==> src/hw/clock_gen_cfg.svh <==
/*
  Constants for the clock generator control and status slice: register offsets,
  field positions, field widths and reset values.
  Assumes it is included by its bare name from the package and the design modules.
*/
// Functional notes
// - multiplier register ignores writes while system clock comes from the PLL; code freezes it on the select bit only, not in self-clock mode.
// - multiplier field gives PLL output as twice divided reference times field plus one.
// - reference divider ignores writes while system clock comes from the PLL; code freezes it on the select bit only, not in self-clock mode.
// - reference divider field divides the oscillator clock by field plus one.
// - accepted multiplier or divider write reinitialises lock and track detection.
// - stop-entered flag clears on a stop request write or a written 1.
// - stop-entered flag sets only on completed stop entry, not on early wake-up.
// - power-on reset flag sets on power-on only; write 1 clears it.
// - low-voltage reset flag sets on low-voltage reset only; write 1 clears it.
// - lock change flag sets whenever lock status changes; write 1 clears it.
// - interrupt requested while lock change flag and its enable are both set.
// - lock status follows the detector, forced to zero in self-clock mode.
// - track status is one in tracking, zero otherwise and in self-clock mode.
// - self-clock change flag sets whenever self-clock status changes; write 1 clears.
// - interrupt requested while self-clock change flag and its enable are set.
// - self-clock status reads one while clocks run from the free-running PLL.
// - interrupt enable holds lock enable at bit 4, self-clock enable at bit 1.
// - system clock comes from the PLL when selected, else from the oscillator; code also takes it from the PLL in self-clock mode.
// - self-clock mode entered only with monitor and self-clock enabled and clock lost.
`ifndef CLOCK_GEN_CFG_SVH
`define CLOCK_GEN_CFG_SVH

`define OFS_PLL_MULTIPLIER 8'h00
`define OFS_PLL_REFERENCE_DIVIDER 8'h01
`define OFS_CLOCK_GEN_FLAGS 8'h03
`define OFS_CLOCK_GEN_IRQ_ENABLE 8'h04

`define MULT_FIELD_W 6
`define REFDIV_FIELD_W 4
`define MULT_RESET 6'h00
`define REFDIV_RESET 4'h0
`define IRQ_ENABLE_RESET 2'h0

`define BIT_STOP_ENTERED 7
`define BIT_POWER_ON 6
`define BIT_LOW_VOLTAGE 5
`define BIT_LOCK_CHANGE 4
`define BIT_LOCK 3
`define BIT_TRACK 2
`define BIT_SELF_CLOCK_CHANGE 1
`define BIT_SELF_CLOCK 0

`endif

==> src/hw/clock_gen_pkg.sv <==
/*
  Types shared by the clock generator control and status slice.
  Assumes the constants header is on the include path.
*/
package clock_gen_pkg;
  `include "clock_gen_cfg.svh"

  // one register access from software; wr and rd never both high
  typedef struct packed {
    logic [7:0] addr;
    logic [7:0] wdata;
    logic wr;
    logic rd;
  } reg_req_t;

  // clocking mode of the system, one-hot
  typedef enum logic [1:0] {
    clk_normal = 2'b01,
    clk_self = 2'b10
  } clock_mode_t;

  // tracking of a stop request, one-hot
  typedef enum logic [1:0] {
    stop_idle = 2'b01,
    stop_pending = 2'b10
  } stop_track_t;
endpackage : clock_gen_pkg

==> src/hw/change_flag.sv <==
/*
  Sticky flag that sets when a status level changes and clears on a written 1.
  Assumes level_i is already synchronous to clk_i.
*/
`timescale 1ns/1ps
module change_flag (
  input wire logic clk_i, // bus clock
  input wire logic reset_i, // async reset, active high
  input wire logic level_i, // watched status level
  input wire logic clear_i, // software writes 1 to the flag
  output logic flag_o // sticky change flag
);
  logic last_level;
  logic changed;

  assign changed = level_i ^ last_level;

  // a change in the clearing cycle still sets the flag
  always_ff @(posedge clk_i or posedge reset_i)
  begin
    if (reset_i)
    begin
      last_level <= 1'b0;
      flag_o <= 1'b0;
    end
    else
    begin
      last_level <= level_i;
      flag_o <= changed | (flag_o & ~clear_i);
    end
  end
endmodule : change_flag

==> src/hw/clock_gen_status.sv <==
/*
  Control and status slice of the clock and reset generator: PLL multiplier and
  reference divider, reset-cause and stop flags, lock, track and self-clock status,
  change flags with interrupt enables, and the register port.
  Assumes lock, track, oscillator-loss and clock-quality inputs are asynchronous
  levels; every other input is synchronous to clk_i. The clock select, PLL control
  and stop/doze registers live elsewhere and only hand their bits in here.
*/
`timescale 1ns/1ps
`include "clock_gen_cfg.svh"
module clock_gen_status
  import clock_gen_pkg::*;
(
  input wire logic clk_i, // bus clock, 40 MHz
  input wire logic reset_i, // system reset, async, active high
  input wire logic por_reset_i, // power-on reset, async, active high
  input wire reg_req_t bus_req_i, // register access request
  output logic [7:0] rdata_o, // read data, cycle after the read strobe
  input wire logic sysclk_from_pll_select_i, // clock select bit from its register
  input wire logic clock_monitor_enable_i, // monitor enable from PLL control
  input wire logic self_clock_enable_i, // self-clock enable from PLL control
  input wire logic osc_loss_i, // clock monitor saw the oscillator stop, async
  input wire logic clock_quality_ok_i, // quality check passed, async
  input wire logic pll_lock_i, // lock detector level, async
  input wire logic pll_track_i, // track detector level, async
  input wire logic stop_request_write_i, // pulse: software wrote the stop bit
  input wire logic stop_entered_i, // pulse: stop procedure completed
  input wire logic stop_aborted_i, // pulse: wake-up before stop completed
  input wire logic lvr_event_i, // pulse: low-voltage reset occurred
  output logic [`MULT_FIELD_W-1:0] multiplier_field_o, // loop divider field
  output logic [`REFDIV_FIELD_W-1:0] ref_div_field_o, // reference divider field
  output logic [7:0] pll_mult_factor_o, // 2 x (multiplier + 1)
  output logic [4:0] ref_div_factor_o, // reference divider + 1
  output logic detector_reinit_o, // pulse: restart lock and track detection
  output logic sysclk_from_pll_o, // system clock taken from the PLL
  output logic self_clock_mode_o, // self-clock mode active
  output logic irq_o // combined interrupt request, level
);
  // register decode
  logic hit_mult;
  logic hit_refdiv;
  logic hit_flags;
  logic hit_irq_en;
  logic wr_mult_ok;
  logic wr_refdiv_ok;
  logic wr_flags;
  logic wr_irq_en;
  logic cfg_write;

  // state
  logic [`MULT_FIELD_W-1:0] multiplier;
  logic [`REFDIV_FIELD_W-1:0] ref_div;
  logic lock_change_irq_enable;
  logic self_clock_irq_enable;
  logic lock_status;
  logic track_status;
  logic stop_entered_flag;
  logic power_on_reset_flag;
  logic low_voltage_reset_flag;
  logic lock_change_flag;
  logic self_clock_change_flag;
  logic self_clock_status;
  clock_mode_t clock_mode;
  clock_mode_t next_clock_mode;
  stop_track_t stop_track;
  stop_track_t next_stop_track;

  // synchronised analog levels
  logic [3:0] analog_sync;
  logic lock_sync;
  logic track_sync;
  logic loss_sync;
  logic quality_sync;

  // next values
  logic next_lock_status;
  logic next_track_status;
  logic next_stop_flag;
  logic next_por_flag;
  logic next_lvr_flag;
  logic [7:0] flags_view;
  logic [7:0] irq_en_view;
  logic [7:0] next_rdata;
  logic [6:0] mult_plus_one;
  logic enter_self;

  // analog status crosses into the bus clock before use
  level_sync #(
    .WIDTH(4)
  ) u_analog_sync (
    .clk_i(clk_i),
    .reset_i(reset_i),
    .async_i({clock_quality_ok_i, osc_loss_i, pll_track_i, pll_lock_i}),
    .sync_o(analog_sync)
  );

  assign lock_sync = analog_sync[0];
  assign track_sync = analog_sync[1];
  assign loss_sync = analog_sync[2];
  assign quality_sync = analog_sync[3];

  // address decode; plain byte offsets
  assign hit_mult = (bus_req_i.addr == `OFS_PLL_MULTIPLIER);
  assign hit_refdiv = (bus_req_i.addr == `OFS_PLL_REFERENCE_DIVIDER);
  assign hit_flags = (bus_req_i.addr == `OFS_CLOCK_GEN_FLAGS);
  assign hit_irq_en = (bus_req_i.addr == `OFS_CLOCK_GEN_IRQ_ENABLE);

  // PLL settings are frozen while the clock select bit picks the PLL; self-clock mode alone does not freeze them
  assign wr_mult_ok = bus_req_i.wr & hit_mult & ~sysclk_from_pll_select_i;
  assign wr_refdiv_ok = bus_req_i.wr & hit_refdiv & ~sysclk_from_pll_select_i;
  assign wr_flags = bus_req_i.wr & hit_flags;
  assign wr_irq_en = bus_req_i.wr & hit_irq_en;
  assign cfg_write = wr_mult_ok | wr_refdiv_ok;

  // PLL configuration registers; reserved upper bits are not stored
  always_ff @(posedge clk_i or posedge reset_i)
  begin
    if (reset_i)
    begin
      multiplier <= `MULT_RESET;
      ref_div <= `REFDIV_RESET;
    end
    else
    begin
      if (wr_mult_ok)
        multiplier <= bus_req_i.wdata[`MULT_FIELD_W-1:0];
      if (wr_refdiv_ok)
        ref_div <= bus_req_i.wdata[`REFDIV_FIELD_W-1:0];
    end
  end

  // factors handed to the analog PLL
  assign multiplier_field_o = multiplier;
  assign ref_div_field_o = ref_div;
  assign mult_plus_one = {1'b0, multiplier} + 7'h01;
  assign pll_mult_factor_o = {mult_plus_one, 1'b0};
  assign ref_div_factor_o = {1'b0, ref_div} + 5'h01;

  // interrupt enables; only two bits exist
  always_ff @(posedge clk_i or posedge reset_i)
  begin
    if (reset_i)
    begin
      {lock_change_irq_enable, self_clock_irq_enable} <= `IRQ_ENABLE_RESET;
    end
    else if (wr_irq_en)
    begin
      lock_change_irq_enable <= bus_req_i.wdata[`BIT_LOCK_CHANGE];
      self_clock_irq_enable <= bus_req_i.wdata[`BIT_SELF_CLOCK_CHANGE];
    end
  end

  // self-clock mode: entered on lost clock, left once clock quality returns
  assign enter_self = clock_monitor_enable_i & self_clock_enable_i & loss_sync;
  always_comb
  begin
    next_clock_mode = clock_mode;
    case (clock_mode)
      clk_normal:
        if (enter_self)
          next_clock_mode = clk_self;
      clk_self:
        if (quality_sync & ~loss_sync)
          next_clock_mode = clk_normal;
      default:
        next_clock_mode = clk_normal;
    endcase
  end

  always_ff @(posedge clk_i or posedge reset_i)
  begin
    if (reset_i)
      clock_mode <= clk_normal;
    else
      clock_mode <= next_clock_mode;
  end

  assign self_clock_status = (clock_mode == clk_self);
  assign self_clock_mode_o = self_clock_status;
  // self-clock also runs everything from the PLL, at its lowest frequency
  assign sysclk_from_pll_o = sysclk_from_pll_select_i | self_clock_status;

  // lock and track status; a config write restarts both detectors
  assign next_lock_status = lock_sync & ~self_clock_status & ~cfg_write;
  assign next_track_status = track_sync & ~self_clock_status & ~cfg_write;

  always_ff @(posedge clk_i or posedge reset_i)
  begin
    if (reset_i)
    begin
      lock_status <= 1'b0;
      track_status <= 1'b0;
      detector_reinit_o <= 1'b0;
    end
    else
    begin
      lock_status <= next_lock_status;
      track_status <= next_track_status;
      detector_reinit_o <= cfg_write;
    end
  end

  // change flags; a change in the clearing cycle still wins
  change_flag u_lock_change (
    .clk_i(clk_i),
    .reset_i(reset_i),
    .level_i(lock_status),
    .clear_i(wr_flags & bus_req_i.wdata[`BIT_LOCK_CHANGE]),
    .flag_o(lock_change_flag)
  );

  change_flag u_self_clock_change (
    .clk_i(clk_i),
    .reset_i(reset_i),
    .level_i(self_clock_status),
    .clear_i(wr_flags & bus_req_i.wdata[`BIT_SELF_CLOCK_CHANGE]),
    .flag_o(self_clock_change_flag)
  );

  // stop tracking: an abort by wake-up keeps the flag from setting
  always_comb
  begin
    next_stop_track = stop_track;
    case (stop_track)
      stop_idle:
        if (stop_request_write_i)
          next_stop_track = stop_pending;
      stop_pending:
        if (stop_entered_i | stop_aborted_i)
          next_stop_track = stop_idle;
      default:
        next_stop_track = stop_idle;
    endcase
  end

  // set wins over either clear
  assign next_stop_flag = (stop_entered_i & (stop_track == stop_pending) & ~stop_aborted_i)
    | (stop_entered_flag & ~stop_request_write_i
       & ~(wr_flags & bus_req_i.wdata[`BIT_STOP_ENTERED]));

  always_ff @(posedge clk_i or posedge reset_i)
  begin
    if (reset_i)
    begin
      stop_track <= stop_idle;
      stop_entered_flag <= 1'b0;
    end
    else
    begin
      stop_track <= next_stop_track;
      stop_entered_flag <= next_stop_flag;
    end
  end

  // reset-cause flags live on the power-on reset only, so system resets keep them
  assign next_por_flag = power_on_reset_flag & ~(wr_flags & bus_req_i.wdata[`BIT_POWER_ON]);
  assign next_lvr_flag = lvr_event_i
    | (low_voltage_reset_flag & ~(wr_flags & bus_req_i.wdata[`BIT_LOW_VOLTAGE]));

  always_ff @(posedge clk_i or posedge por_reset_i)
  begin
    if (por_reset_i)
    begin
      power_on_reset_flag <= 1'b1;
      low_voltage_reset_flag <= 1'b0;
    end
    else
    begin
      power_on_reset_flag <= next_por_flag;
      low_voltage_reset_flag <= next_lvr_flag;
    end
  end

  // interrupt request straight from the flags and enables
  assign irq_o = (lock_change_flag & lock_change_irq_enable)
    | (self_clock_change_flag & self_clock_irq_enable);

  // read views; reserved bits are zero
  assign flags_view = {stop_entered_flag, power_on_reset_flag, low_voltage_reset_flag, lock_change_flag,
                       lock_status, track_status, self_clock_change_flag, self_clock_status};
  assign irq_en_view = {3'h0, lock_change_irq_enable, 2'h0, self_clock_irq_enable, 1'h0};
  assign next_rdata = !bus_req_i.rd ? 8'h00
    : hit_mult ? {2'h0, multiplier}
    : hit_refdiv ? {4'h0, ref_div}
    : hit_flags ? flags_view
    : hit_irq_en ? irq_en_view
    : 8'h00;

  // read data stands for one cycle only, zero otherwise
  always_ff @(posedge clk_i or posedge reset_i)
  begin
    if (reset_i)
      rdata_o <= 8'h00;
    else
      rdata_o <= next_rdata;
  end

  // checks

  mult_frozen_a: assert property (
    @(posedge clk_i) disable iff (reset_i)
    (bus_req_i.wr && hit_mult && sysclk_from_pll_select_i) |=> $stable(multiplier))
    else $error("multiplier changed while the PLL drives the system clock");

  mult_factor_a: assert property (
    @(posedge clk_i) disable iff (reset_i)
    wr_mult_ok |=> (pll_mult_factor_o == ({2'h0, $past(bus_req_i.wdata[5:0])} + 8'h01) * 8'h02))
    else $error("multiplier factor does not follow the written field");

  refdiv_frozen_a: assert property (
    @(posedge clk_i) disable iff (reset_i)
    (bus_req_i.wr && hit_refdiv && sysclk_from_pll_select_i) |=> $stable(ref_div))
    else $error("reference divider changed while the PLL drives the system clock");

  refdiv_factor_a: assert property (
    @(posedge clk_i) disable iff (reset_i)
    wr_refdiv_ok |=> (ref_div_factor_o == {1'b0, $past(bus_req_i.wdata[3:0])} + 5'h01))
    else $error("reference divider factor does not follow the written field");

  detector_restart_a: assert property (
    @(posedge clk_i) disable iff (reset_i)
    cfg_write |=> (detector_reinit_o && !lock_status && !track_status))
    else $error("config write did not restart lock and track detection");

  stop_clear_a: assert property (
    @(posedge clk_i) disable iff (reset_i || por_reset_i)
    (stop_request_write_i && !stop_entered_i) |=> !stop_entered_flag)
    else $error("stop flag survived a stop request write");

  stop_abort_a: assert property (
    @(posedge clk_i) disable iff (reset_i)
    $rose(stop_entered_flag) |-> ($past(stop_entered_i) && !$past(stop_aborted_i)))
    else $error("stop flag set without completed stop entry");

  por_clear_a: assert property (
    @(posedge clk_i) disable iff (por_reset_i)
    (wr_flags && bus_req_i.wdata[6]) |=> !power_on_reset_flag)
    else $error("power-on flag not cleared by a written one");

  lvr_set_a: assert property (
    @(posedge clk_i) disable iff (por_reset_i)
    lvr_event_i |=> low_voltage_reset_flag)
    else $error("low-voltage flag missed its event");

  lock_change_a: assert property (
    @(posedge clk_i) disable iff (reset_i)
    $changed(lock_status) |=> lock_change_flag)
    else $error("lock change did not set its flag");

  lock_irq_a: assert property (
    @(posedge clk_i) disable iff (reset_i)
    (lock_change_flag && lock_change_irq_enable) |-> irq_o)
    else $error("lock change interrupt not raised");

  lock_forced_a: assert property (
    @(posedge clk_i) disable iff (reset_i)
    (self_clock_status && $past(self_clock_status)) |-> (!lock_status && !track_status))
    else $error("lock or track reads one in self-clock mode");

  self_change_a: assert property (
    @(posedge clk_i) disable iff (reset_i)
    $changed(self_clock_status) |=> self_clock_change_flag)
    else $error("self-clock change did not set its flag");

  self_entry_a: assert property (
    @(posedge clk_i) disable iff (reset_i)
    $rose(self_clock_status) |-> $past(enter_self))
    else $error("self-clock mode entered without enables and clock loss");

  reserved_zero_a: assert property (
    @(posedge clk_i) disable iff (reset_i)
    (bus_req_i.rd && hit_irq_en) |=> (rdata_o[7:5] == 3'h0 && rdata_o[3:2] == 2'h0 && !rdata_o[0]))
    else $error("reserved interrupt enable bits read non-zero");

endmodule : clock_gen_status

==> src/hw/level_sync.sv <==
/*
  Two-flop synchroniser for a bundle of independent levels.
  Assumes each bit is a slow level; no bus coherence across bits is promised.
*/
`timescale 1ns/1ps
module level_sync #(
  parameter int WIDTH = 1
) (
  input wire logic clk_i, // bus clock
  input wire logic reset_i, // async reset, active high
  input wire logic [WIDTH-1:0] async_i, // levels from another domain
  output logic [WIDTH-1:0] sync_o // levels safe to use
);
  logic [WIDTH-1:0] meta;

  // first stage feeds only the second stage
  always_ff @(posedge clk_i or posedge reset_i)
  begin
    if (reset_i)
    begin
      meta <= '0;
      sync_o <= '0;
    end
    else
    begin
      meta <= async_i;
      sync_o <= meta;
    end
  end
endmodule : level_sync
==> config.mk <==
export PLATFORM = sky130hd
export DESIGN_NAME = clock_gen_status
export DESIGN_NICKNAME = d
export VERILOG_FILES = /design/src/hw/clock_gen_pkg.sv /design/src/hw/change_flag.sv /design/src/hw/clock_gen_status.sv /design/src/hw/level_sync.sv
export VERILOG_INCLUDE_DIRS = /design/src /design/src/hw
export SDC_FILE = /design/constraint.sdc
export NUM_CORES = 1
export LEC_CHECK = 0
export BUFFER_PORTS_ARGS = -buffer_cell sky130_fd_sc_hd__clkbuf_2
export CAP_MARGIN = 30
export CORE_MARGIN = 2
export CORE_UTILIZATION = 35
export CTS_CLUSTER_DIAMETER = 80
export DETAILED_ROUTE_END_ITERATION = 8
export SYNTH_ARGS = -nofsm -noshare
export SYNTH_HDL_FRONTEND = slang
export SYNTH_SLANG_ARGS = --single-unit
==> constraint.sdc <==
create_clock -name clk_i -period 2.2 [get_ports clk_i]
set_input_delay 0.22 -clock clk_i [delete_from_list [all_inputs] [get_ports clk_i]]
set_output_delay 0.22 -clock clk_i [all_outputs]
set_load 0.01 [all_outputs]
==> reports/results.ini <==
[drt]
routed_via_density=4.60
drcViolationCount=0
drtIter0Drc=85
vias=1342
drt-total-wl_um=3680
drt-wirelength-per-cell_um=12.6
detailedRoute.firstPassIterationCount=4
antenna_left=0

[critical_path]
cp_data_arrival_time_ns=1.41
startpoint_type=register
crit_fanout=7
crit_path_start=multiplier_field_o[0]$_DFFE_PP0P_
worstSetupPathType=reg -> out
endpoint_kind=primary output
r2r-start=clock_mode[0]$_DFFE_PP1P_
required_time_of_the_worst_setup_path_ns=1.98

[final_layout]
layout_common_cells=clkbuf_2 (65), dfrtp_1 (39), mux2_2 (13)
final_area_sq_um=2360
final_common_cell=clkbuf_2
num-nets-final=255
antennaDiodeCount=0
drive_above_1_share=0.428
layoutNonFillerInstCount=292
area_growth_syn_to_layout_pct=28.0

[cts]
clk_path_buf_depth=2
sinks_on_the_clock_net=42
clk_pin_slew_worst_paths_ns=0.07
tritoncts_buffer_count=5
cts.htree.levels=2
postCtsSetupRepairBufs=0
clk-insertion-delay-late_ns=0.29
cts_tree=done
root_cell_of_the_clock_tree=clkbuf_8

[timing]
min_period_over_period=0.739
crit_path_setup_slack_layout_ns=0.575
rsz0062_at_grt=false
skew_ns=0.00197
fin_tns_setup_ns=0
final-max-slew-violation-count=0
final_period_minus_worst_setup_slack_ns=1.63
final_hold_viol_count=0
finalSetupViolCount=0
timing.fmax_ghz=0.615

[floorplan]
fp.coreArea_sq_um=5110
die_h_um=76.6
design.portCount=67
fp.dieArea_sq_um=5870
die_x_um=76.6
core.rowCount=26
floorplan.initialDensity=0.361

[global_route]
globalRouteMet1Util=0.184
grt_antenna_before_repair=0
grt_start_max_net_pins=41
global_route.usage.total=0.140
grt_overflow=0
first_global_vias=1358
grt_busiest_layer=met2
grt_first_pass_wirelength_um=6440
grt_use_met2=0.214
grtUsageMet3=0.0486

[placed_design]
io_buffers=65
dp_hpwl_um=2770
placed_area_sq_um=2240
routabilityCongestion=0.878
detailedPlace.worstSlack_ns=0.580
dp_cells=283

[synth]
synth-edff-count=0
avgSynthCellArea_sq_um=12.1
synth_cells=152
synth_top_area_share=0.529
synthArstFlopShare=1.00
yosys_most_used_dff=dfrtp_1
ys_warn_count=0
synthesized_netlist_net_count=186
number_of_storage_elements_in_the_synthesis_netlist=42
synth_sequential_area_ratio=0.572
syn_area_sq_um=1840
netlist.top_cell.by_area=dfrtp_1
netlist_top_cells_area=dfrtp_1 (53%), mux2_2 (7.9%), dfstp_2 (4.3%), and3_1 (2.4%), xnor2_1 (2.4%)
netlist-cell-type-count=39

[pwr]
vdd_drop_max_mv=0.340
p_leak_nw=1.24
powerDensity_nw_per_um2=644

[run_status]
outcome=completed

[flow_run]
maxCapViolCount=0

[worst_hold_path]
worstHoldPathType=in -> async

[logic make-up after synthesis]
kind of cell,count (synthesis),synth area share
XOR/XNOR,8,0.0380
flip-flops,42,0.572
multiplexers,17,0.101
buffers and inverters,16,0.0400
other,1,0.00203
AND/OR/NAND/NOR,51,0.170
AO/OA/AOI/OAI,15,0.0638
adder cells (fa/ha/maj),2,0.0136
[state kept, by name, summed over array words and instances, names as in the netlist]
name / count
u_lock_change.last_level: 1
u_self_clock_change.flag_o: 1
multiplier_field_o: 6
rdata_o: 8
power_on_reset_flag: 1
track_status: 1
u_analog_sync.sync_o: 4
lock_status: 1
detector_reinit_o: 1
ref_div_field_o: 4
u_self_clock_change.last_level: 1
low_voltage_reset_flag: 1
u_analog_sync.meta: 4
stop_entered_flag: 1
stop_track: 2
u_lock_change.flag_o: 1
clock_mode: 2
self_clock_irq_enable: 1
lock_change_irq_enable: 1
[report_power, final]
group | internal, mW | switching, mW | total, mW | leakage (nW)
sequential | 0.802 | 0.0192 | 0.822 | 0.533
combinational | 0.0636 | 0.0736 | 0.137 | 0.648
clock | 0.317 | 0.245 | 0.562 | 0.0575
[critical path, stage by stage, from the launching register on]
cell      delay (ns)
dfrtp_1         0.48
ha_1            0.22
nand3_1         0.11
xnor2_1         0.16
clkbuf_2        0.15
[final timing paths]
path	slack, ns	end	cells after the start
worst min-delay path	0.02	stop_track[1]$_DFFE_PP0P_	3
worst max register to register	0.98	rdata_o[0]$_DFF_PP0_	3
max in group asynchronous	1.67	power_on_reset_flag$_DFF_PP1_	3
worst max-delay path	0.57	pll_mult_factor_o[5]	4
min in group clk_i	0.03	u_analog_sync.meta[0]$_DFF_PP0_	1
worst min register to register	0.35	u_analog_sync.sync_o[2]$_DFF_PP0_	0
[layer usage]
layer / part of all wire / up-vias
met4: 0.012 / 0
li1: - / 670
met1: 0.47 / 629
met3: 0.043 / 6
met2: 0.47 / 37
met5: 0 / -
[Yosys cell counts (2+ instances only)]
cell type	count
dfrtp_1	39
mux2_2	13
inv_1	9
and3_1	7
nand3_1	7
nand2b_1	6
nand4_1	6
nor2_1	5
xnor2_1	5
a21o_1	4
mux2i_1	4
nand2_1	4
and2_1	3
clkbuf_1	3
dfstp_2	3
nor2b_1	3
nor3_1	3
xor2_1	3
buf_2	2
ha_1	2
nand3b_1	2
o21ai_0	2
[stage by stage]
step                      utilization  hold WS (ns)  total power [mW]
after floorplan                     -       -0.0395             0.909
after global placement          0.439        0.0556             0.973
after detailed placement        0.439        0.0577             0.975
after CTS                       0.462        0.0235              1.55
after global routing            0.462       0.00827              1.60
final                           0.462        0.0176              1.52
[layout make-up]
type | count | area [sq um]
clock buffer | 8 | 110
fill | 500 | 2750
inverter | 9 | 33.8
multi-input combinational | 94 | 716
sequential | 42 | 1050
tap | 70 | 87.6
timing repair buffer | 69 | 358
[timing repair]
item                                   CTS  global route
hold buffers                             1             0
gates resized for setup                  0             0
setup endpoints to repair                0             0
endpoints found under the hold margin    2             0
No activity file was read; power rests on OpenSTA's default activity.
